<file path="src/inc/sbdp_pkg.sv">
// Purpose: shared constants and types for the system bus data phase block
// Assumes: one bus clock, logical active-high levels on every pin signal
// Notes: pin polarity inversion is done in the pad ring
package sbdp_pkg;

    localparam int unsigned SBDP_DATA_W = 64;
    localparam int unsigned SBDP_LANES = 8;
    localparam int unsigned SBDP_LANE_W = 8;
    localparam int unsigned SBDP_SLOTS = 4;
    localparam int unsigned SBDP_HANG_W = 16;
    localparam logic [15:0] SBDP_HANG_DEF = 16'h0100;

    localparam logic [2:0] SBDP_SINGLE_BEATS = 3'h1;
    localparam logic [2:0] SBDP_BURST_BEATS = 3'h4;
    localparam logic [2:0] SBDP_PORT32_BEATS = 3'h4;

    typedef enum logic [1:0] {
        SBDP_XFER_SINGLE = 2'h0,
        SBDP_XFER_BURST = 2'h1,
        SBDP_XFER_PORT32 = 2'h2
    } sbdp_xfer_t;

    typedef enum logic [2:0] {
        SBDP_IDLE = 3'h0,
        SBDP_REQ = 3'h1,
        SBDP_XFER = 3'h2,
        SBDP_REL = 3'h3
    } sbdp_state_t;

    typedef struct packed {
        logic valid;
        logic write;
        sbdp_xfer_t kind;
        logic [63:0] wdata;
    } sbdp_req_t;

    typedef struct packed {
        logic ready;
        logic done;
        logic error;
        logic parity_err;
        logic [63:0] rdata;
    } sbdp_rsp_t;

    // two-way pin, drive half
    typedef struct packed {
        logic out;
        logic oe_n;
    } sbdp_pin_t;

    function automatic logic [2:0] sbdp_beats(input sbdp_xfer_t kind);
        sbdp_beats = (kind == SBDP_XFER_SINGLE) ? SBDP_SINGLE_BEATS :
                     (kind == SBDP_XFER_BURST) ? SBDP_BURST_BEATS : SBDP_PORT32_BEATS;
    endfunction

    // odd parity per byte lane, lane 0 on bits 7:0
    function automatic logic [7:0] sbdp_odd_parity(input logic [63:0] d);
        sbdp_odd_parity = 8'h00;
        for (int i = 0; i < SBDP_LANES; i++) begin
            sbdp_odd_parity[i] = ~(^d[i*SBDP_LANE_W +: SBDP_LANE_W]);
        end
    endfunction

endpackage

</file>
<file path="src/rtl/sbdp_parity.sv">
// Purpose: byte-lane odd parity generate and check
// Assumes: data and parity sampled in the same cycle
// Notes: purely combinational
`timescale 1ns/1ps
module sbdp_parity (
    input wire logic [63:0] gen_data,
    input wire logic [63:0] chk_data,
    input wire logic [7:0] chk_parity,
    output logic [7:0] gen_parity,
    output logic [7:0] lane_err
);
    import sbdp_pkg::*;

    logic [7:0] chk_expect;

    assign gen_parity = sbdp_odd_parity(gen_data);
    assign chk_expect = sbdp_odd_parity(chk_data);

    genvar g;
    generate
        for (g = 0; g < SBDP_LANES; g++) begin : g_lane
            assign lane_err[g] = chk_expect[g] ^ chk_parity[g];
        end
    endgenerate

endmodule // sbdp_parity

</file>
<file path="src/rtl/sbdp_arb.sv">
// Purpose: bus arbiter for the internal master and three external slots
// Assumes: slot 0 internal, slots 1..3 external pin sets
// Notes: round robin, grant held while the request stays up
`timescale 1ns/1ps
module sbdp_arb (
    input wire logic core_clk,
    input wire logic reset,
    input wire logic enable,
    input wire logic [3:0] req,
    input wire logic [2:0] same_family,
    input wire logic bus_busy,
    output logic [3:0] addr_grant,
    output logic [3:0] data_grant
);
    import sbdp_pkg::*;

    typedef struct packed {
        logic owner_v;
        logic [1:0] owner;
        logic [1:0] last;
    } sbdp_arb_st_t;

    sbdp_arb_st_t s_r;
    sbdp_arb_st_t s_nxt;

    function automatic logic [3:0] sbdp_onehot(input logic v, input logic [1:0] idx);
        sbdp_onehot = v ? (4'h1 << idx) : 4'h0;
    endfunction

    always_comb begin
        logic [1:0] idx;
        logic found;
        logic ok;
        idx = 2'h0;
        found = 1'b0;
        ok = 1'b0;
        s_nxt = s_r;
        if (!enable) begin
            s_nxt.owner_v = 1'b0;
        end else if (!(s_r.owner_v && req[s_r.owner])) begin
            s_nxt.owner_v = 1'b0;
            for (int i = 1; i <= SBDP_SLOTS; i++) begin
                idx = s_r.last + 2'(i);
                // another family only takes an idle bus
                ok = req[idx] && ((idx == 2'h0) || same_family[idx - 2'h1] || !bus_busy);
                if (ok && !found) begin
                    found = 1'b1;
                    s_nxt.owner_v = 1'b1;
                    s_nxt.owner = idx;
                    s_nxt.last = idx;
                end
            end
        end
    end

    always_ff @(posedge core_clk or posedge reset) begin
        if (reset) begin
            s_r <= '0;
        end else begin
            s_r <= s_nxt;
        end
    end

    // single owner, so at most one data grant
    assign addr_grant = sbdp_onehot(s_r.owner_v, s_r.owner);
    assign data_grant = sbdp_onehot(s_r.owner_v && (!bus_busy || s_r.owner == 2'h0), s_r.owner);

endmodule // sbdp_arb

</file>
<file path="src/rtl/sbdp_top.sv">
// Purpose: data phase, parity, beat strobes, bus monitor and arbitration pins
// Assumes: the memory controller paces beats with mem_ready
// Notes: every pin output is registered; oe_n low while driving
//
// How it works
// - data driver also drives odd byte-lane parity
// - master drives writes, slave drives reads
// - single beat: one done strobe ends it
// - burst: four done strobes, fourth ends
// - done strobe always comes with valid strobe
// - 32-bit port double: three valid-only, then both
// - monitor flags hung transfer on error line
// - arbiter drives address and data grants
// - up to three external master pin sets
// - each set configured same or other family
// - first set requests bus when not arbiter
// - second and third sets only external masters
// - busy held for tenure, dropped, then released
`timescale 1ns/1ps
module sbdp_top #(
    parameter logic [15:0] HANG_CYCLES = sbdp_pkg::SBDP_HANG_DEF
) (
    input wire logic core_clk,
    input wire logic reset,
    input wire logic arbiter_mode,
    input wire logic [2:0] same_family,
    input wire logic mem_ready,
    input wire sbdp_pkg::sbdp_req_t int_req,
    output sbdp_pkg::sbdp_rsp_t int_rsp,
    input wire logic [63:0] data_in,
    output logic [63:0] data_out,
    output logic data_oe_n,
    input wire logic [7:0] lane_parity_in,
    output logic [7:0] lane_parity_out,
    output logic lane_parity_oe_n,
    input wire logic beat_done_strobe_in,
    output sbdp_pkg::sbdp_pin_t beat_done_strobe,
    input wire logic beat_valid_strobe_in,
    output sbdp_pkg::sbdp_pin_t beat_valid_strobe,
    input wire logic bus_error_flag_in,
    output sbdp_pkg::sbdp_pin_t bus_error_flag,
    input wire logic data_tenure_busy_in,
    output sbdp_pkg::sbdp_pin_t data_tenure_busy,
    input wire logic ownership_request_in,
    output sbdp_pkg::sbdp_pin_t ownership_request,
    input wire logic ownership_grant_in,
    output sbdp_pkg::sbdp_pin_t ownership_grant,
    input wire logic data_phase_grant_in,
    output sbdp_pkg::sbdp_pin_t data_phase_grant,
    input wire logic second_master_request,
    output logic second_master_grant,
    output logic second_master_phase_grant,
    input wire logic third_master_request,
    output logic third_master_grant,
    output logic third_master_phase_grant
);
    import sbdp_pkg::*;

    typedef struct packed {
        sbdp_state_t st;
        logic write;
        sbdp_xfer_t kind;
        logic [63:0] wdata;
        logic [2:0] beat_cnt;
        logic [15:0] hang;
        logic [15:0] mon;
        sbdp_rsp_t rsp;
        logic [63:0] dout;
        logic dout_oe_n;
        logic [7:0] pout;
        sbdp_pin_t bdone;
        sbdp_pin_t bval;
        sbdp_pin_t berr;
        sbdp_pin_t busy;
        sbdp_pin_t oreq;
        sbdp_pin_t ogrant;
        sbdp_pin_t dgrant;
        logic [1:0] ext_grant;
        logic [1:0] ext_dgrant;
    } sbdp_top_st_t;

    sbdp_top_st_t s_r;
    sbdp_top_st_t s_nxt;

    logic [7:0] gen_parity;
    logic [7:0] lane_err;
    logic [3:0] arb_req;
    logic [3:0] arb_agrant;
    logic [3:0] arb_dgrant;
    logic own_tenure;
    logic got_bus;
    logic last_beat;

    // ************************************************************
    // parity and arbiter
    // ************************************************************
    sbdp_parity sbdp_parity_i (
        .gen_data(s_r.wdata),
        .chk_data(data_in),
        .chk_parity(lane_parity_in),
        .gen_parity(gen_parity),
        .lane_err(lane_err)
    );

    assign own_tenure = (s_r.st != SBDP_IDLE);
    // slot 0 holds its request through the whole tenure
    assign arb_req = {third_master_request, second_master_request, ownership_request_in,
                      arbiter_mode && own_tenure};

    sbdp_arb sbdp_arb_i (
        .core_clk(core_clk),
        .reset(reset),
        .enable(arbiter_mode),
        .req(arb_req),
        .same_family(same_family),
        .bus_busy(data_tenure_busy_in),
        .addr_grant(arb_agrant),
        .data_grant(arb_dgrant)
    );

    assign got_bus = arbiter_mode ? arb_dgrant[0] : (ownership_grant_in && data_phase_grant_in);
    assign last_beat = (s_r.beat_cnt + 3'h1) == sbdp_beats(s_r.kind);

    // ************************************************************
    // next state
    // ************************************************************
    always_comb begin
        s_nxt = s_r;
        s_nxt.rsp.done = 1'b0;
        s_nxt.rsp.error = 1'b0;
        s_nxt.bdone.out = 1'b0;
        s_nxt.bval.out = 1'b0;
        s_nxt.berr = '{out: 1'b0, oe_n: 1'b1};

        // grant pins, direction set by arbiter role
        s_nxt.ogrant = '{out: arb_agrant[1], oe_n: !arbiter_mode};
        s_nxt.dgrant = '{out: arb_dgrant[1], oe_n: !arbiter_mode};
        s_nxt.ext_grant = arbiter_mode ? arb_agrant[3:2] : 2'h0;
        s_nxt.ext_dgrant = arbiter_mode ? arb_dgrant[3:2] : 2'h0;
        s_nxt.oreq = '{out: 1'b0, oe_n: arbiter_mode};

        unique case (s_r.st)
            SBDP_IDLE: begin
                s_nxt.bdone.oe_n = 1'b1;
                s_nxt.bval.oe_n = 1'b1;
                s_nxt.busy.oe_n = 1'b1;
                s_nxt.dout_oe_n = 1'b1;
                if (int_req.valid) begin
                    s_nxt.write = int_req.write;
                    s_nxt.kind = int_req.kind;
                    s_nxt.wdata = int_req.wdata;
                    s_nxt.rsp.parity_err = 1'b0;
                    s_nxt.st = SBDP_REQ;
                end
            end
            SBDP_REQ: begin
                s_nxt.oreq.out = !arbiter_mode;
                if (got_bus && !data_tenure_busy_in) begin
                    s_nxt.oreq.out = 1'b0;
                    s_nxt.st = SBDP_XFER;
                    s_nxt.beat_cnt = 3'h0;
                    s_nxt.hang = '0;
                    s_nxt.busy = '{out: 1'b1, oe_n: 1'b0};
                    s_nxt.bdone.oe_n = 1'b0;
                    s_nxt.bval.oe_n = 1'b0;
                    s_nxt.dout = s_r.wdata;
                    s_nxt.pout = gen_parity;
                    s_nxt.dout_oe_n = !s_r.write;
                end
            end
            SBDP_XFER: begin
                if (bus_error_flag_in || s_r.hang == HANG_CYCLES - 16'h0001) begin
                    s_nxt.berr = '{out: !bus_error_flag_in, oe_n: bus_error_flag_in};
                    s_nxt.rsp.error = 1'b1;
                    s_nxt.rsp.done = 1'b1;
                    s_nxt.st = SBDP_REL;
                end else if (mem_ready) begin
                    s_nxt.hang = '0;
                    s_nxt.bval.out = 1'b1;
                    s_nxt.bdone.out = last_beat || (s_r.kind != SBDP_XFER_PORT32);
                    s_nxt.beat_cnt = s_r.beat_cnt + 3'h1;
                    if (!s_r.write) begin
                        s_nxt.rsp.rdata = data_in;
                        s_nxt.rsp.parity_err = s_r.rsp.parity_err | (|lane_err);
                    end
                    if (last_beat) begin
                        s_nxt.rsp.done = 1'b1;
                        s_nxt.st = SBDP_REL;
                    end
                end else begin
                    s_nxt.hang = s_r.hang + 16'h0001;
                end
            end
            SBDP_REL: begin
                // busy driven low for a cycle before release
                s_nxt.busy.out = 1'b0;
                s_nxt.dout_oe_n = 1'b1;
                s_nxt.st = SBDP_IDLE;
            end
            default: begin
                s_nxt.st = SBDP_IDLE;
            end
        endcase

        // watchdog over tenures of other masters
        if (s_r.st != SBDP_XFER && data_tenure_busy_in && !beat_valid_strobe_in) begin
            s_nxt.mon = s_r.mon + 16'h0001;
            if (s_r.mon == HANG_CYCLES - 16'h0001) begin
                s_nxt.berr = '{out: 1'b1, oe_n: 1'b0};
                s_nxt.mon = '0;
            end
        end else begin
            s_nxt.mon = '0;
        end
        s_nxt.rsp.ready = (s_nxt.st == SBDP_IDLE);
    end

    always_ff @(posedge core_clk or posedge reset) begin
        if (reset) begin
            s_r <= '0;
            s_r.rsp.ready <= 1'b1;
            s_r.dout_oe_n <= 1'b1;
            s_r.bdone.oe_n <= 1'b1;
            s_r.bval.oe_n <= 1'b1;
            s_r.berr.oe_n <= 1'b1;
            s_r.busy.oe_n <= 1'b1;
            s_r.oreq.oe_n <= 1'b1;
            s_r.ogrant.oe_n <= 1'b1;
            s_r.dgrant.oe_n <= 1'b1;
        end else begin
            s_r <= s_nxt;
        end
    end

    // ************************************************************
    // outputs
    // ************************************************************
    assign int_rsp = s_r.rsp;
    assign data_out = s_r.dout;
    assign data_oe_n = s_r.dout_oe_n;
    assign lane_parity_out = s_r.pout;
    assign lane_parity_oe_n = s_r.dout_oe_n;
    assign beat_done_strobe = s_r.bdone;
    assign beat_valid_strobe = s_r.bval;
    assign bus_error_flag = s_r.berr;
    assign data_tenure_busy = s_r.busy;
    assign ownership_request = s_r.oreq;
    assign ownership_grant = s_r.ogrant;
    assign data_phase_grant = s_r.dgrant;
    assign second_master_grant = s_r.ext_grant[0];
    assign second_master_phase_grant = s_r.ext_dgrant[0];
    assign third_master_grant = s_r.ext_grant[1];
    assign third_master_phase_grant = s_r.ext_dgrant[1];

    // ************************************************************
    // checks
    // ************************************************************
    chk_parity_odd: assert property (@(posedge core_clk) disable iff (reset)
        !lane_parity_oe_n |-> lane_parity_out == sbdp_odd_parity(data_out))
        else $error("lane parity not odd");
    chk_done_valid: assert property (@(posedge core_clk) disable iff (reset)
        beat_done_strobe.out |-> beat_valid_strobe.out)
        else $error("done strobe without valid strobe");
    chk_single_end: assert property (@(posedge core_clk) disable iff (reset)
        beat_done_strobe.out && s_r.kind == SBDP_XFER_SINGLE |-> s_r.beat_cnt == 3'h1 ##1 !data_tenure_busy.out)
        else $error("single transfer not ended by one done strobe");
    chk_burst_four: assert property (@(posedge core_clk) disable iff (reset)
        beat_done_strobe.out && s_r.kind == SBDP_XFER_BURST && s_r.beat_cnt != 3'h4 |=> data_tenure_busy.out)
        else $error("burst ended before fourth done strobe");
    chk_port32_three: assert property (@(posedge core_clk) disable iff (reset)
        beat_valid_strobe.out && s_r.kind == SBDP_XFER_PORT32 |-> beat_done_strobe.out == (s_r.beat_cnt == 3'h4))
        else $error("narrow port strobe pattern wrong");
    chk_busy_release: assert property (@(posedge core_clk) disable iff (reset)
        $fell(data_tenure_busy.out) && !data_tenure_busy.oe_n |=> data_tenure_busy.oe_n)
        else $error("busy not released after drop");
    chk_hang_error: assert property (@(posedge core_clk) disable iff (reset)
        s_r.st == SBDP_XFER && s_r.hang == HANG_CYCLES - 16'h0001 && !bus_error_flag_in
        |=> bus_error_flag.out && !bus_error_flag.oe_n ##1 bus_error_flag.oe_n)
        else $error("hung transfer not flagged");
    chk_one_data_grant: assert property (@(posedge core_clk) disable iff (reset)
        $onehot0({data_phase_grant.out && !data_phase_grant.oe_n, second_master_phase_grant, third_master_phase_grant}))
        else $error("two data grants at once");
    chk_grant_pair: assert property (@(posedge core_clk) disable iff (reset)
        second_master_phase_grant || third_master_phase_grant |->
        (second_master_grant == second_master_phase_grant) && (third_master_grant == third_master_phase_grant))
        else $error("data grant without address grant");
    chk_ext_arb_only: assert property (@(posedge core_clk) disable iff (reset)
        !arbiter_mode ##1 !arbiter_mode |-> !second_master_grant && !third_master_grant)
        else $error("external grant outside arbiter role");

    cov_burst: cover property (@(posedge core_clk) disable iff (reset)
        beat_done_strobe.out && s_r.kind == SBDP_XFER_BURST && s_r.beat_cnt == 3'h4);
    cov_port32: cover property (@(posedge core_clk) disable iff (reset)
        beat_done_strobe.out && s_r.kind == SBDP_XFER_PORT32);
    cov_hang: cover property (@(posedge core_clk) disable iff (reset)
        bus_error_flag.out);

endmodule // sbdp_top

</file>
<file path="config.mk">
export PLATFORM = sky130hd
export DESIGN_NAME = sbdp_top
export DESIGN_NICKNAME = d
export VERILOG_FILES = /design/src/inc/sbdp_pkg.sv /design/src/rtl/sbdp_parity.sv /design/src/rtl/sbdp_arb.sv /design/src/rtl/sbdp_top.sv
export SDC_FILE = /design/constraint.sdc
export NUM_CORES = 1
export LEC_CHECK = 0
export BUFFER_PORTS_ARGS = -buffer_cell sky130_fd_sc_hd__buf_2
export CAP_MARGIN = 5
export CORE_ASPECT_RATIO = 0.5
export CORE_MARGIN = 4
export CORE_UTILIZATION = 55
export CTS_CLUSTER_SIZE = 40
export DETAILED_ROUTE_END_ITERATION = 10
export GPL_TIMING_DRIVEN = 0
export PLACE_DENSITY = 0.9
export SLEW_MARGIN = 20
export SYNTH_ARGS = -nofsm -noshare
export SYNTH_HDL_FRONTEND = slang
export SYNTH_SLANG_ARGS = --single-unit
</file>
<file path="constraint.sdc">
create_clock -name core_clk -period 17.5 [get_ports core_clk]
set_input_delay 0.875 -clock core_clk [delete_from_list [all_inputs] [get_ports core_clk]]
set_output_delay 0.875 -clock core_clk [all_outputs]
set_load 0.03 [all_outputs]
</file>
Yosys cells after proc, flatten, opt, wreduce, memory -nomap -nowiden
Cells that the tools add are included.
{"block": "classes", "addsub": 10, "magnitude_cmp": 9, "eq_ne": 14, "n_shift": 1, "muxes": 80, "bitwise": 29, "reduce_logical": 78}
{"operator": "65-bit two-way mux", "n": 3}
{"operator": "8-bit parity", "n": 16}
{"operator": "70-bit two-way mux", "n": 1}
{"operator": "16-bit two-way mux", "n": 3}
{"operator": "19-bit two-way mux", "n": 2}
{"operator": "19-bit case mux with 2 select lines", "n": 1}
{"operator": "1-bit two-way mux", "n": 33}
{"operator": "16-bit by 1-bit adder with 16-bit output (second input constant)", "n": 2}
{"operator": "16-bit by 8-bit == test with 1-bit output (second input constant)", "n": 2}
{"operator": "2-bit by 3-bit less-than comparator with 1-bit output (second input constant)", "n": 9}
{"operator": "5-bit two-way mux", "n": 5}
{"operator": "3-bit two-way mux", "n": 7}
{"operator": "1-bit NOT", "n": 20}
{"operator": "1-bit binary-select mux with 2-bit select", "n": 9}
{"operator": "1-bit logical AND", "n": 14}
{"operator": "2-bit two-way mux", "n": 7}
{"operator": "2-bit != test (second input constant)", "n": 7}
{"operator": "2-bit logical NOT", "n": 6}
{"operator": "4-bit AND reduction", "n": 3}
{"operator": "1-bit logical OR", "n": 11}
{"operator": "1-bit case mux with 2 select lines", "n": 5}
{"operator": "2-bit AND reduction", "n": 5}
{"operator": "2-bit nonzero test", "n": 5}
{"operator": "9-bit two-way mux", "n": 1}
{"operator": "21 further kinds", "n": 44}
{"block": "word_totals", "register_bits": 267, "in_bits": 156, "wordCells": 253}

Logic depth before layout (Yosys ltp)
{"block": "logic_depth", "ltp_word": 25, "depth_mapped": 11, "ltp_nobuf": 8}

Modules after synthesis
Synthesis repeated with hierarchy kept, for this count alone.
{"block": "hier_totals", "cells_unflattened": 1194, "hier_area_um2": 13231.4}
{"mod": "sbdp_top", "instances": 1, "cells_each": 1004, "area_per_inst_um2": 11421.0, "seq_area_each_um2": 6538.8}
{"mod": "sbdp_parity", "instances": 1, "cells_each": 112, "area_per_inst_um2": 1091.0, "seq_area_each_um2": 0.0}
{"mod": "sbdp_arb", "instances": 1, "cells_each": 78, "area_per_inst_um2": 719.4, "seq_area_each_um2": 125.1}

Least setup slack after synthesis
No wires, ideal clock.
{"block": "synth_path", "path_type": "register to register", "from": "reg sbdp_arb_i.s_r[0] in the netlist's numbering", "to": "reg sbdp_arb_i.s_r[1] in the netlist's numbering", "setup_time_ns": 0.120, "t_arrival_ns": 2.685, "path_slack_ns": 14.694, "stages_incl_launch_ff": 11, "n_path_buf": 2, "cell_sequence": "dfrtp_1 > clkbuf_1 > inv_1 > ha_1 > clkbuf_1 > mux2_2 > a2111oi_2 > a211o_2 > nand2_1 > a31o_2 > a41o_1"}
{"block": "synth_between", "elab_chain_len": 24, "elab_cells_between_ends": 60, "classes_between": "add/sub: 7; mux: 28; bitwise: 1; reduce/logical: 24"}
{"element": "from (decl)", "line_no": "sbdp_arb.sv:23", "source": "sbdp_arb_st_t s_r;"}
{"element": "from (signal assigned)", "line_no": "sbdp_arb.sv:60", "source": "s_r <= s_nxt;"}
{"element": "2-bit by 1-bit adder with 2-bit output", "line_no": "sbdp_arb.sv:43", "source": "idx = s_r.last + 2'(i);"}
{"element": "2-bit by 1-bit subtractor with 2-bit output", "line_no": "sbdp_arb.sv:45", "source": "ok = req[idx] && ((idx == 2'h0) || same_family[idx - 2'h1] || !bus_busy);"}
{"element": "1-bit binary-select mux with 2-bit select", "line_no": "sbdp_arb.sv:45"}
{"element": "1-bit two-way mux (not written as such)", "line_no": "sbdp_arb.sv:45"}
{"element": "1-bit logical OR (2 in series)", "line_no": "sbdp_arb.sv:45"}
{"element": "1-bit logical AND", "line_no": "sbdp_arb.sv:45"}
{"element": "1-bit two-way mux", "line_no": "sbdp_arb.sv:46", "source": "if (ok && !found) begin"}
{"element": "1-bit two-way mux", "line_no": "sbdp_arb.sv:40", "source": "end else if (!(s_r.owner_v && req[s_r.owner])) begin"}
{"element": "[... 7 more ...]"}
{"element": "1-bit logical AND", "line_no": "sbdp_arb.sv:46"}
{"element": "1-bit two-way mux", "line_no": "sbdp_arb.sv:46"}
{"element": "1-bit two-way mux", "line_no": "sbdp_arb.sv:40"}
{"element": "1-bit two-way mux", "line_no": "sbdp_arb.sv:38", "source": "if (!enable) begin"}
{"element": "1-bit logical NOT", "line_no": "sbdp_arb.sv:46"}
{"element": "1-bit logical AND", "line_no": "sbdp_arb.sv:46"}
{"element": "1-bit NOT (no line)"}
{"element": "4-bit AND reduction (no line)"}
Several ways; a longest one is shown, not always the timed one. The select of a mux whose other input is x is not followed.
A chain may end at the register's enable or synchronous reset.

Worst setup path in the final report
Same ends and word-level chain as after synthesis.

==> impl_results.md <==
* Resized cells post-CTS at 0
* Hold_ws at 0.478 ns
* Status: complete, no violations
* Largest net degree at the start of global routing at 105
* Max-slew violations at 0
* CTS Hold Bufs at 0
* Layout cells sized above 1 at 43.7%
* Final setup TNS at 0 ns
* Vias per cell at 5.12
* Hold crit path type: in2async
* Area after DPL at 0.0152 mm^2
* Die Y at 117 um
* Skew final at 0.0238 ns
* Design Area, Final at 0.0160 mm^2
* Synth Warn # at 0
* Post-route DRC at 0
* WL final at 31900 um
* Seq cells post-synth at 266
* Period utilization at 18.0%
* Antenna violations before repair at 6
* Reg clk slew, reported paths at 0.07 ns
* Mean Syn Cell Area at 11.0 um^2
* Post-synth EDFFs at 0
* Share of Yosys cell area claimed by the top area cell type at 49.5%
* Clock latency on the worst-skew pair at 0.55 ns
* RSZ-0062 raised after global routing: no
* Ys flop type: dfrtp_1
* Reg2reg path depth at 10
* Port Buffers at 314
* Synth Instances at 1192
* Core Util, Final at 69.0%
* Post-CTS Setup Repair Bufs at 0
* Count leader, synth: dfrtp_1
* Final setup viols at 0
* Syn Nets at 1355
* Htree depth at 1
* Crit path top cell by count: clkbuf_1
* Worst slew pin tran at 0.795 ns
* Worst path cell trace: clkbuf_1 > inv_1 > ha_1 > clkbuf_1 > mux2_2 > a2111oi_2 > a211o_2 > a21oi_1 > a31o_2 > a41o_1
* GRT Total Usage at 23.6%
* TritonRoute pass-1 iters at 5
* Seq/Total Area, Yosys at 50.7%
* Avg WL per Cell at 17.1 um
* Max_slew headroom at 46.3%
* Final Worst Setup Slack at 14.35 ns
* Die area at 0.0266 mm^2
* Core area at 0.0232 mm^2
* Crit path launch type: flop
* Crit path largest cell delay at 0.42 ns
* Crit path max-delay cell type: a2111oi_2
* Via count at 9558
* TritonCTS Buffers at 25
* Layout area overhead at 21.7%
* Endpoints failing hold at 0
* Number of global-route vias before repair at 9842
* Setup CP Type: reg2reg
* Asr flop ratio synth at 100%
* Post-layout min period at 3.15 ns
* Maximum clock path buffer count at 3
* Clk sinks at 266
* DP HPWL at 23400 um
* 1st-iter DRT viols at 690
* WP data required at 17.92 ns
* PD cells at 131 mW/mm^2
* Die Wd at 227 um
* Ports at 316
* Fmax at 318 MHz
* Library cells used by synthesis at 60
* Cell row count at 39
* Setup crit end kind: flop
* Placer Congestion at 0.912
* Layout Nets at 1698
* TritonCTS clock tree: built
* First-pass GRT wire length at 51100 um
* Setup WS pre-CTS at 14.38 ns
* Top post-synthesis cells by area: dfrtp_1, mux2_2, buf_4
* Static Leak at 0.00845 uW
* Gr ovfl total at 0
* Root Driver: clkbuf_16
* Crit path DAT at 3.57 ns
* Starting Density at 56.7%
* Synth area leader: dfrtp_1
* Antenna-violating nets left at 0
* Maximum fanout along the worst path at 8
* Synth cell count leaders: dfrtp_1, nand2_1, buf_4
* Max-cap viol count at 0
* Worst ir drop on vdd at 0.108 mV
* Post-Syn Area at 0.0131 mm^2
==> cell type report <==
| type | count | area, um^2 |
|---|---|---|
| fillers | 1635 | 7180 |
| repair buffers | 316 | 1630 |
| clock buffers | 36 | 717 |
| clock inverters | 9 | 106 |
| well taps | 307 | 384 |
| diodes | 5 | 12.5 |
| plain buffers | 202 | 1400 |
| flip-flops and latches | 266 | 6660 |
| inverters | 18 | 75.1 |
| multi-input cells | 706 | 5020 |
==> critical path: cells and delay by family, from the launching register on <==
| family | cells | cell delay (ns) |
|---|---|---|
| adders and majority gates | 1 | 0.32 |
| AOI/OAI and AO/OA | 5 | 1.18 |
| DFF | 1 | 0.38 |
| muxes | 1 | 0.38 |
| buffers and inverters | 3 | 0.75 |
==> cell usage in the layout (no fill, tap or decap), drive strengths merged, types with 6 or more instances in the layout <==
cell type	synthesis	layout
buf	179	495
xor2	39	39
and3	10	10
dfrtp	260	260
mux2	132	132
nand4	6	6
a21oi	11	11
nand3	18	18
o21ai	26	26
nand2	218	218
o2111ai	7	7
a31oi	6	6
nor3	8	8
dfstp	6	6
xnor2	100	100
xnor3	6	6
inv	18	21
nor2	51	51
ha	7	7
clkbuf	23	59
==> registers in the layout, summed over array words and instances (netlist names), 2 cells and up <==
name / flops
s_r: 105
int_rsp: 68
data_out: 64
lane_parity_out: 8
sbdp_arb_i.s_r: 5
beat_valid_strobe: 2
bus_error_flag: 2
data_phase_grant: 2
ownership_request: 2
==> worst paths after layout <==
kind | startpoint | endpoint | slack [ns]
min in group core_clk | data_out[26] | data_out[26] | 0.48
max reg2reg | sbdp_arb_i.s_r[0] | sbdp_arb_i.s_r[1] | 14.35
min | reset | s_r[201] | 0.48
max in group asynchronous | reset | bus_error_flag[0] | 16.13
min reg2reg | data_out[26] | data_out[26] | 0.48
max | sbdp_arb_i.s_r[0] | sbdp_arb_i.s_r[1] | 14.35
==> cells by family after synthesis <==
| group | count (synthesis) | synth area share [%] |
|---|---|---|
| and+or+nand+nor | 340 | 11.2 |
| muxes | 138 | 12.0 |
| xor gates and xnor gates | 145 | 10.3 |
| adders and majority gates | 7 | 0.666 |
| other | 1 | 0.0285 |
| AOI/OAI and AO/OA | 75 | 4.10 |
| buffers and inverters | 220 | 11.1 |
| DFF | 266 | 50.7 |
==> power breakdown <==
part | internal [uW] | switching, uW | leakage, uW
Combinational | 330 | 401 | 0.00457
Clock | 305 | 241 | 0.000403
Sequential | 728 | 86.7 | 0.00347
==> routing by layer <==
layer	vias to the layer above	wire length, um	global-route usage [%]
met3	92	1460	4.39
met1	4705	13000	29.3
met2	288	16200	40.8
met4	2	1300	9.73
li1	4471	-	-
met5	-	12	0
==> through the flow <==
step           cells  power, uW
2_1_floorplan   1192       1370
6_report        1865       2090
5_1_grt         1865       2200
3_5_place_dp    1815       1550
4_1_cts         1860       2100
3_3_place_gp    1813       1520
Power figures use the tool's default switching activity.
